**src/hw/pfh_defs.svh**
```systemverilog
// Constants for the parallel flash host controller
`ifndef PFH_DEFS_SVH
`define PFH_DEFS_SVH
`define PFH_ADDR_W        18
`define PFH_DATA_W        8
`define PFH_CLK_PERIOD_NS 25
// Phase lengths in ns; counts round up to whole cycles
`define PFH_SETUP_NS      50
`define PFH_STROBE_NS     100
`define PFH_HOLD_NS       50
`define PFH_RESET_NS      500
`define PFH_CNT_OF(ns)    (((ns) + `PFH_CLK_PERIOD_NS - 1) / `PFH_CLK_PERIOD_NS)
`define PFH_CNT_W         8
// Command encodings and unlock addresses
`define PFH_UNLOCK_A1     18'h05555
`define PFH_UNLOCK_A2     18'h02AAA
`define PFH_UNLOCK_D1     8'hAA
`define PFH_UNLOCK_D2     8'h55
`define PFH_CMD_ID        8'h90
`define PFH_CMD_READ      8'hF0
`define PFH_ID_MAKER_ADDR 18'h00000
`define PFH_ID_PART_ADDR  18'h00001
`endif

```
**src/hw/pfh_pkg.sv**
```systemverilog
// Types for the parallel flash host controller
package pfh_pkg;
	typedef enum logic [1:0]
	{
		PFH_OP_READ,
		PFH_OP_WRITE,
		PFH_OP_ID,
		PFH_OP_RESET
	} pfh_op_type;
endpackage

```
**src/hw/pfh_host.sv**
```systemverilog
// Host-side bus sequencer driving a byte-wide parallel flash
`timescale 1ns/1ps
`include "pfh_defs.svh"
// How it works
// - Sample data only while chip select and output gate are both low.
// - Writes drop write strobe with chip select low and output gate high.
// - Host holds page bit low during identifier reads.
// - Host reports a reset so the caller can reissue interrupted work.
module pfh_host
	import pfh_pkg::*;
#(
	parameter int SETUP_CYC  = `PFH_CNT_OF(`PFH_SETUP_NS),
	parameter int STROBE_CYC = `PFH_CNT_OF(`PFH_STROBE_NS),
	parameter int HOLD_CYC   = `PFH_CNT_OF(`PFH_HOLD_NS),
	parameter int RESET_CYC  = `PFH_CNT_OF(`PFH_RESET_NS)
) (
	// Clock and reset
	input  wire logic                   i_sys_clk,
	input  wire logic                   i_rst,
	// Request
	input  wire logic                   i_req,
	input  wire pfh_op_type             i_op,
	input  wire logic [`PFH_ADDR_W-1:0] i_addr,
	input  wire logic [`PFH_DATA_W-1:0] i_wdata,
	input  wire logic                   i_supply_low,
	// Answer
	output logic                        o_busy,
	output logic                        o_done,
	output logic [`PFH_DATA_W-1:0]      o_rdata,
	output logic                        o_parity_err,
	output logic                        o_reset_done,
	// Flash pins
	output logic                        o_chip_select_n,
	output logic                        o_output_gate_n,
	output logic                        o_write_strobe_n,
	output logic                        o_hard_init_n,
	output logic                        o_id_override_pin,
	output logic [`PFH_ADDR_W-1:0]      o_address_lines,
	output logic [`PFH_DATA_W-1:0]      o_data_lines,
	output logic                        o_data_lines_oe,
	input  wire logic [`PFH_DATA_W-1:0] i_data_lines
);
	typedef enum logic [2:0] {ST_IDLE, ST_SETUP, ST_STROBE, ST_HOLD, ST_RESET} pfh_state_type;

	logic [`PFH_DATA_W-1:0] din_s;
	pfh_sync #(.W(`PFH_DATA_W)) u_din_sync
	(
		.i_sys_clk (i_sys_clk),
		.i_rst     (i_rst),
		.i_async   (i_data_lines),
		.o_sync    (din_s)
	);

	pfh_state_type          state_q, state_d;
	logic [`PFH_CNT_W-1:0]  cnt_q, cnt_d;
	logic                   wr_q, wr_d;
	logic [1:0]             step_q, step_d;
	logic [1:0]             nsteps_q, nsteps_d;
	logic                   id_q, id_d;
	logic [`PFH_ADDR_W-1:0] tgt_addr_q, tgt_addr_d;
	logic [`PFH_DATA_W-1:0] tgt_data_q, tgt_data_d;
	logic                   busy_q, busy_d;
	logic                   done_q, done_d;
	logic [`PFH_DATA_W-1:0] rdata_q, rdata_d;
	logic                   perr_q, perr_d;
	logic                   rdone_q, rdone_d;
	logic                   cs_q, cs_d, og_q, og_d, we_q, we_d, rst_q, rst_d;
	logic [`PFH_ADDR_W-1:0] addr_q, addr_d;
	logic [`PFH_DATA_W-1:0] dout_q, dout_d;
	logic                   oe_q, oe_d;

	// Address and data of step n of the current sequence
	function automatic logic [`PFH_ADDR_W+`PFH_DATA_W-1:0] step_ad(input logic [1:0] n,
		input logic [`PFH_ADDR_W-1:0] a, input logic [`PFH_DATA_W-1:0] d);
		unique case (n)
			2'h0:    step_ad = {`PFH_UNLOCK_A1, `PFH_UNLOCK_D1};
			2'h1:    step_ad = {`PFH_UNLOCK_A2, `PFH_UNLOCK_D2};
			default: step_ad = {a, d};
		endcase
	endfunction

	always_comb
	begin
		state_d    = state_q;
		cnt_d      = cnt_q;
		wr_d       = wr_q;
		step_d     = step_q;
		nsteps_d   = nsteps_q;
		id_d       = id_q;
		tgt_addr_d = tgt_addr_q;
		tgt_data_d = tgt_data_q;
		busy_d     = busy_q;
		done_d     = 1'b0;
		rdata_d    = rdata_q;
		perr_d     = perr_q;
		rdone_d    = 1'b0;
		cs_d       = cs_q;
		og_d       = og_q;
		we_d       = we_q;
		rst_d      = rst_q;
		addr_d     = addr_q;
		dout_d     = dout_q;
		oe_d       = oe_q;
		unique case (state_q)
			ST_IDLE:
			begin
				// Refuse writes while the supply is low
				if (i_req && !(i_supply_low && i_op != PFH_OP_READ))
				begin
					busy_d = 1'b1;
					cnt_d  = '0;
					step_d = 2'h0;
					perr_d = 1'b0;
					unique case (i_op)
						PFH_OP_RESET:
						begin
							rst_d   = 1'b0;
							state_d = ST_RESET;
						end
						PFH_OP_READ:
						begin
							wr_d     = 1'b0;
							nsteps_d = 2'h2;
							// Identifier reads decode only the lowest address bit, page bit low
							tgt_addr_d = id_q ? (i_addr[0] ? `PFH_ID_PART_ADDR : `PFH_ID_MAKER_ADDR) : i_addr;
							addr_d   = id_q ? (i_addr[0] ? `PFH_ID_PART_ADDR : `PFH_ID_MAKER_ADDR) : i_addr;
							cs_d     = 1'b0;
							state_d  = ST_SETUP;
						end
						PFH_OP_ID:
						begin
							// Two-step unlock plus identifier command
							wr_d       = 1'b1;
							nsteps_d   = 2'h2;
							tgt_addr_d = `PFH_UNLOCK_A1;
							tgt_data_d = `PFH_CMD_ID;
							state_d    = ST_SETUP;
						end
						default:
						begin
							// Full unlock sequence ahead of the caller's command byte
							wr_d       = 1'b1;
							nsteps_d   = 2'h2;
							tgt_addr_d = i_addr;
							tgt_data_d = i_wdata;
							state_d    = ST_SETUP;
						end
					endcase
					if (i_op == PFH_OP_WRITE || i_op == PFH_OP_ID)
					begin
						{addr_d, dout_d} = step_ad(2'h0, i_addr, i_wdata);
						oe_d = 1'b1;
						cs_d = 1'b0;
					end
				end
			end
			ST_SETUP:
			begin
				cnt_d = cnt_q + 1'b1;
				if (cnt_q >= `PFH_CNT_W'(SETUP_CYC - 1))
				begin
					cnt_d = '0;
					// Write: output gate stays high, strobe falls after address is stable
					if (wr_q)
						we_d = 1'b0;
					else
						og_d = 1'b0;
					state_d = ST_STROBE;
				end
			end
			ST_STROBE:
			begin
				cnt_d = cnt_q + 1'b1;
				// Strobe width well beyond the glitch limit
				if (cnt_q >= `PFH_CNT_W'(STROBE_CYC - 1))
				begin
					cnt_d = '0;
					if (wr_q)
						we_d = 1'b1;
					else
					begin
						rdata_d = din_s;
						og_d    = 1'b1;
						perr_d  = id_q && !(^din_s);
					end
					state_d = ST_HOLD;
				end
			end
			ST_HOLD:
			begin
				cnt_d = cnt_q + 1'b1;
				if (cnt_q >= `PFH_CNT_W'(HOLD_CYC - 1))
				begin
					cnt_d = '0;
					if (wr_q && step_q != nsteps_q)
					begin
						step_d = step_q + 2'h1;
						{addr_d, dout_d} = step_ad(step_q + 2'h1, tgt_addr_q, tgt_data_q);
						state_d = ST_SETUP;
					end
					else
					begin
						cs_d    = 1'b1;
						oe_d    = 1'b0;
						busy_d  = 1'b0;
						done_d  = 1'b1;
						state_d = ST_IDLE;
						// Identifier mode held across reads
						// Any other command byte, read-return or unknown, puts the flash back to array reads,
						// so the host must stop forcing identifier addresses too
						if (wr_q)
							id_d = (tgt_data_q == `PFH_CMD_ID && tgt_addr_q == `PFH_UNLOCK_A1);
					end
				end
			end
			ST_RESET:
			begin
				cnt_d = cnt_q + 1'b1;
				if (cnt_q >= `PFH_CNT_W'(RESET_CYC - 1))
				begin
					rst_d   = 1'b1;
					id_d    = 1'b0;
					busy_d  = 1'b0;
					done_d  = 1'b1;
					rdone_d = 1'b1;
					state_d = ST_IDLE;
				end
			end
			default:
				state_d = ST_IDLE;
		endcase
	end

	always_ff @(posedge i_sys_clk)
	begin
		if (i_rst)
		begin
			state_q    <= ST_IDLE;
			cnt_q      <= '0;
			wr_q       <= 1'b0;
			step_q     <= 2'h0;
			nsteps_q   <= 2'h0;
			id_q       <= 1'b0;
			tgt_addr_q <= '0;
			tgt_data_q <= '0;
			busy_q     <= 1'b0;
			done_q     <= 1'b0;
			rdata_q    <= '0;
			perr_q     <= 1'b0;
			rdone_q    <= 1'b0;
			cs_q       <= 1'b1;
			og_q       <= 1'b1;
			we_q       <= 1'b1;
			rst_q      <= 1'b1;
			addr_q     <= '0;
			dout_q     <= '0;
			oe_q       <= 1'b0;
		end
		else
		begin
			state_q    <= state_d;
			cnt_q      <= cnt_d;
			wr_q       <= wr_d;
			step_q     <= step_d;
			nsteps_q   <= nsteps_d;
			id_q       <= id_d;
			tgt_addr_q <= tgt_addr_d;
			tgt_data_q <= tgt_data_d;
			busy_q     <= busy_d;
			done_q     <= done_d;
			rdata_q    <= rdata_d;
			perr_q     <= perr_d;
			rdone_q    <= rdone_d;
			cs_q       <= cs_d;
			og_q       <= og_d;
			we_q       <= we_d;
			rst_q      <= rst_d;
			addr_q     <= addr_d;
			dout_q     <= dout_d;
			oe_q       <= oe_d;
		end
	end

	assign o_busy            = busy_q;
	assign o_done            = done_q;
	assign o_rdata           = rdata_q;
	assign o_parity_err      = perr_q;
	assign o_reset_done      = rdone_q;
	assign o_chip_select_n   = cs_q;
	assign o_output_gate_n   = og_q;
	assign o_write_strobe_n  = we_q;
	assign o_hard_init_n     = rst_q;
	// High voltage override never used; identifier entry is by command
	assign o_id_override_pin = 1'b0;
	assign o_address_lines   = addr_q;
	assign o_data_lines      = dout_q;
	assign o_data_lines_oe   = oe_q;
endmodule

```
**src/hw/pfh_sync.sv**
```systemverilog
// Two-flop synchroniser for a pin input
`timescale 1ns/1ps
module pfh_sync #(
	parameter int W = 8
) (
	input  wire logic         i_sys_clk,
	input  wire logic         i_rst,
	input  wire logic [W-1:0] i_async,
	output logic      [W-1:0] o_sync
);
	logic [W-1:0] meta_q;
	logic [W-1:0] sync_q;
	always_ff @(posedge i_sys_clk)
	begin
		if (i_rst)
		begin
			meta_q <= '0;
			sync_q <= '0;
		end
		else
		begin
			meta_q <= i_async;
			sync_q <= meta_q;
		end
	end
	assign o_sync = sync_q;
endmodule

```
**config.mk**
```make
export PLATFORM = sky130hd
export DESIGN_NAME = pfh_host
export DESIGN_NICKNAME = d
export VERILOG_FILES = /design/src/hw/pfh_pkg.sv /design/src/hw/pfh_host.sv /design/src/hw/pfh_sync.sv
export VERILOG_INCLUDE_DIRS = /design/src /design/src/hw
export SDC_FILE = /design/constraint.sdc
export NUM_CORES = 1
export LEC_CHECK = 0
export BUFFER_PORTS_ARGS = -buffer_cell sky130_fd_sc_hd__buf_4
export CAP_MARGIN = 20
export CORE_MARGIN = 4
export CORE_UTILIZATION = 50
export DETAILED_ROUTE_END_ITERATION = 16
export HOLD_SLACK_MARGIN = 0.06
export PLACE_DENSITY_LB_ADDON = 0.12
export SYNTH_ARGS = -nofsm -noshare
export SYNTH_HDL_FRONTEND = slang
export SYNTH_SLANG_ARGS = --single-unit
```
**constraint.sdc**
```tcl
create_clock -name i_sys_clk -period 2.96 [get_ports i_sys_clk]
set_input_delay 0.296 -clock i_sys_clk [delete_from_list [all_inputs] [get_ports i_sys_clk]]
set_output_delay 0.296 -clock i_sys_clk [all_outputs]
set_load 0.01 [all_outputs]
```
After elaboration in Yosys (flattened, before gate mapping):

Cells that the tools add are included.
Widths: inputs -> output; s select.

* ROM bits: 0
* logic and storage cells: 169
* RAM bits: 0
* memories: 0
* bits in registers: 101
* bits in latches: 0

* shifts and indexed selects: 0
* bitwise operators: 4
* multipliers: 0
* multiplexer cells: 73
* reduce and logical (&&, ||, !) cells: 39
* div/mod/pow operators: 0
* $lt $le $gt $ge: 3
* add/sub/neg operators: 2
* equal/unequal tests: 26

Operator list (number)
* $mux 18: 6
* $mux 8: 7
* $pmux 18 s3: 1
* $pmux 26 s2: 1
* $reduce_and 5->1: 9
* $pmux 18 s2: 1
* $mux 1: 33
* $pmux 8 s2: 2
* $pmux 8 s4: 1
* $ne 2x2->1 const B: 13
* $eq 18x15->1 const B: 1
* $mux 3: 6
* $pmux 1 s2: 9
* $pmux 3 s5: 1
* $reduce_and 4->1: 3
* $reduce_bool 2->1: 6
* $reduce_and 3->1: 3
* $add 8x1->8 const B: 1
* $eq 8x8->1 const B: 1
* $ge 8x1->1 const B: 1
* $ge 8x2->1 const B: 1
* $ge 8x5->1 const B: 1
* $reduce_xor 8->1: 1
* $eq 3x2->1 const B: 2
* 21 further kinds: 36

Longest topological paths before layout:

* word-level depth: 6
* mapped depth: 10
* gate-level depth less buffers: 7

By module:

A second synthesis with hierarchy kept.

* cell total of the unflattened synthesis: 521
* area, all modules: 4523.1 um^2

Modules (own cells, without submodules)
* pfh_host: cells an instance 488, sequential area each 1701.6 um^2, area an instance 4058.9 um^2, times used 1
* pfh_sync: cells an instance 33, sequential area each 320.3 um^2, area an instance 464.2 um^2, times used 1

Worst setup path after synthesis:

No wires, ideal clock.

* kind: register -> register
* from: register cnt_q[0]
* to: register cnt_q[7]
* setup slack: 0.886 ns
* period minus slack after synthesis: 2.074 ns
* cell stages (with the launch flop): 7
* arrival: 2.004 ns
* path buffers: 0
* cell sequence: dfxtp_1 ha_1 or3b_2 a2111o_1 a21oi_2 o21ai_0 a21oi_1

* cells in the longest elaborated chain, start to end: 3
* elaborated cells between the ends (all ways): 6

Ends and longest elaborated chain
* start, declared: line pfh_host.sv:55 `` logic [`PFH_CNT_W-1:0] cnt_q, cnt_d; ``
* start signal, assigned: line pfh_host.sv:262 `cnt_q <= cnt_d;`
* $add 8x1->8 (tied with other cells)
* $mux 8 (on tied branches): line pfh_host.sv:160, pfh_host.sv:192, pfh_host.sv:175
* $pmux 8 s4 (*): line pfh_host.sv:104 `unique case (state_q)`

Every way passes the cells marked *; elsewhere a longest branch is shown, timed or not.
A chain may end at the register's enable or synchronous reset.

Worst setup path after layout:

Ends and elaborated chain as after synthesis.

==> reports/qor.txt <==
Worst Path Arrival = 2670 ps
Core area = 8850 um^2
Nets = 651
Post-Syn Instances = 539
Post-synth top area cell = dfxtp_1
Largest net degree at the start of global routing = 56
Max capacitance violation total = 0
Vias = 4,119
Layout overhead on the synthesized area = 19.5%
Yosys top cell area share = 0.439
Syn Nets = 585
Required @ worst endpoint = 3260 ps
Longest Clk Path Bufs = 2
GPL Wtd Cong = 0.921
Boundary Pins = 84
Total global-route track usage = 0.208
Post-route cell area = 5500 um^2
# diodes = 0
Async SR Flop Fraction = 0
Synth Warn # = 0
Hold buffers post-CTS = 0
Post-synth top cells = dfxtp_1, nor2_1, a21oi_1, nand2_1, clkbuf_1
Starting Density = 0.521
Ratio of cells with drive above 1 in the final layout = 0.216
Syn avg cell area = 8.55 um^2
WL final = 11.1 mm
Post-route minimum period = 2370 ps
Antenna viol nets, final = 0
CP endpoint kind = flip-flop
Kind of critical path = flip-flop to flip-flop
Vias in the first global route = 3,855
Rel. slew slack = 0.315
Drt drc = 0
Congestion Overflow GR = 0
Die area = 10,800 um^2
Die Y = 104 um
Global-route wire length before repair = 18.9 mm
Slew Limit Fails = 0
Setup_tns = 0 ps
PortBufs = 82
Setup Viol. Count Final = 0
Worst min path class = input port to flip-flop
Pre-antenna DRT Iters = 5
CTS tree = done
Clock Skews = 13.8 ps
VDD IR-drop max = 388 uV
Standby leakage power = 0.00213 uW
CTS resizes = 0
Post-Syn Area = 4610 um^2
Dominant synthesized flop cell = dfxtp_1
Seq/Total Area, Yosys = 0.439
Worst Tran Pin Value = 1020 ps
Crit path cell chain = ha_1, or3b_2, a2111o_1, a21oi_2, o21ai_0, a21oi_1
Status = finished clean
Synth top area cells = dfxtp_1, nor2_1, a21oi_1
Power density over the cells = 635 nW/um^2
Unrepaired setup endpoints after global routing = false
Crit Path Max Fanout = 9
H-tree depth = 3
1st-iter DRT viols = 270
Post-synth EDFFs = 0
Via density = 5.74
Max Fclk = 421 MHz
Slowest stage cell, crit path = a2111o_1
Post-DR wirelength/cell = 15.5 um
HPWL after DPL = 7.99 mm
Critical Path Source Type = flip-flop
Final Hold Violating Endpoints = 0
Root Driver = clkbuf_8
Final hold slack = 131 ps
Largest stage delay on the critical path = 500 ps
Postcts setup bufs = 0
Final period util = 0.802
Netlist cell types = 59
Placed Instance Area = 5270 um^2
Row count = 34
Die width = 104 um
Flops & latches, synth = 101
Initial antenna violation count = 0
Clock transition at path regs = 110 ps
Clk Latency, worst-skew pair = 370 ps
Clock sink count = 101
Most frequent cell after synthesis = dfxtp_1
Num CTS Buffers = 9
## path summary, 6_finish.rpt
check,from,end,slack [ps],cells past startpoint
worst max register to register,cnt_q[0]$_SDFFE_PP0P_,cnt_q[7]$_SDFFE_PP0P_,590,6
worst min register to register,u_din_sync.meta_q[0]$_SDFF_PP0_,u_din_sync.o_sync[0]$_SDFF_PP0_,450,1
worst max-delay path,cnt_q[0]$_SDFFE_PP0P_,cnt_q[7]$_SDFFE_PP0P_,590,6
worst min-delay path,i_data_lines[3],u_din_sync.meta_q[3]$_SDFF_PP0_,130,2
## through the flow
stage / worst slack (ps) / instances / total power (uW) / utilization
2_1_floorplan: 886 / 539 / 2280 / -
6_report: 587 / 718 / 3490 / 0.622
4_1_cts: 477 / 717 / 3500 / 0.619
3_3_place_gp: 464 / 701 / 2560 / 0.596
5_1_grt: 437 / 718 / 3700 / 0.622
3_5_place_dp: 326 / 701 / 2580 / 0.596
## state kept, by name (all words and copies together), names as in the netlist, 2 cells and up
name               count
step_q                 2
o_rdata                8
cnt_q                  8
u_din_sync.o_sync      8
o_data_lines           8
tgt_data_q             8
state_q                3
u_din_sync.meta_q      8
tgt_addr_q            18
o_address_lines       18
## per-layer routing
metal	global-route usage	wire, um	vias up
met2	0.332	5080	141
li1	-	-	2046
met5	0	0	-
met3	0.0366	723	16
met1	0.290	5190	1916
met4	0.0522	131	0
## cells in the final DEF (no fill, tap or decap), drive strengths merged, types with 4 or more instances in the layout
cell / synthesis / layout
nand3b: 5 / 5
nand3: 13 / 13
a22o: 4 / 4
a21o: 4 / 4
nor2b: 20 / 20
nand2: 40 / 40
clkbuf: 26 / 9
o32ai: 7 / 7
xnor2: 8 / 8
inv: 6 / 9
a31oi: 4 / 4
nor3: 25 / 25
a311oi: 12 / 12
mux2i: 10 / 10
nor2: 77 / 77
a22oi: 5 / 5
nand2b: 6 / 6
o21ai: 21 / 21
ha: 6 / 6
dfxtp: 101 / 101
nor3b: 14 / 14
a211oi: 12 / 12
o211ai: 4 / 4
a21oi: 46 / 46
or3: 5 / 5
buf: 17 / 98
o31ai: 4 / 4
## critical path, delay by kind of cell (launching register included)
kind,cells,cell delay [ps]
compound gates,4,1170
fa+ha+maj,1,290
flops,1,380
simple gates,1,460
## layout make-up
class	instances	area [um^2]
well taps	108	135
fillers	789	3340
inverters	6	22.5
clock buffers	9	124
multi-input cells	389	2360
repair buffers	98	756
flip-flops and latches	101	2020
clock inverters	7	82.6
## cell families (layout without fill, tap and decap cells)
group / Yosys count / count (layout) / synth area share
simple gates: 225 / 225 / 0.243
compound gates: 136 / 136 / 0.209
flops: 101 / 101 / 0.439
buf+inv: 49 / 120 / 0.0494
xor+xnor: 11 / 11 / 0.0209
mux: 10 / 10 / 0.0217
fa+ha+maj: 6 / 6 / 0.0163
other cells: 1 / 1 / 0.000814
## where the power goes
group	internal, uW	switching (uW)
Sequential	1500	119
Clock	406	514
Combinational	419	532
Total	2330	1170
(Power assumes the default switching activity.)
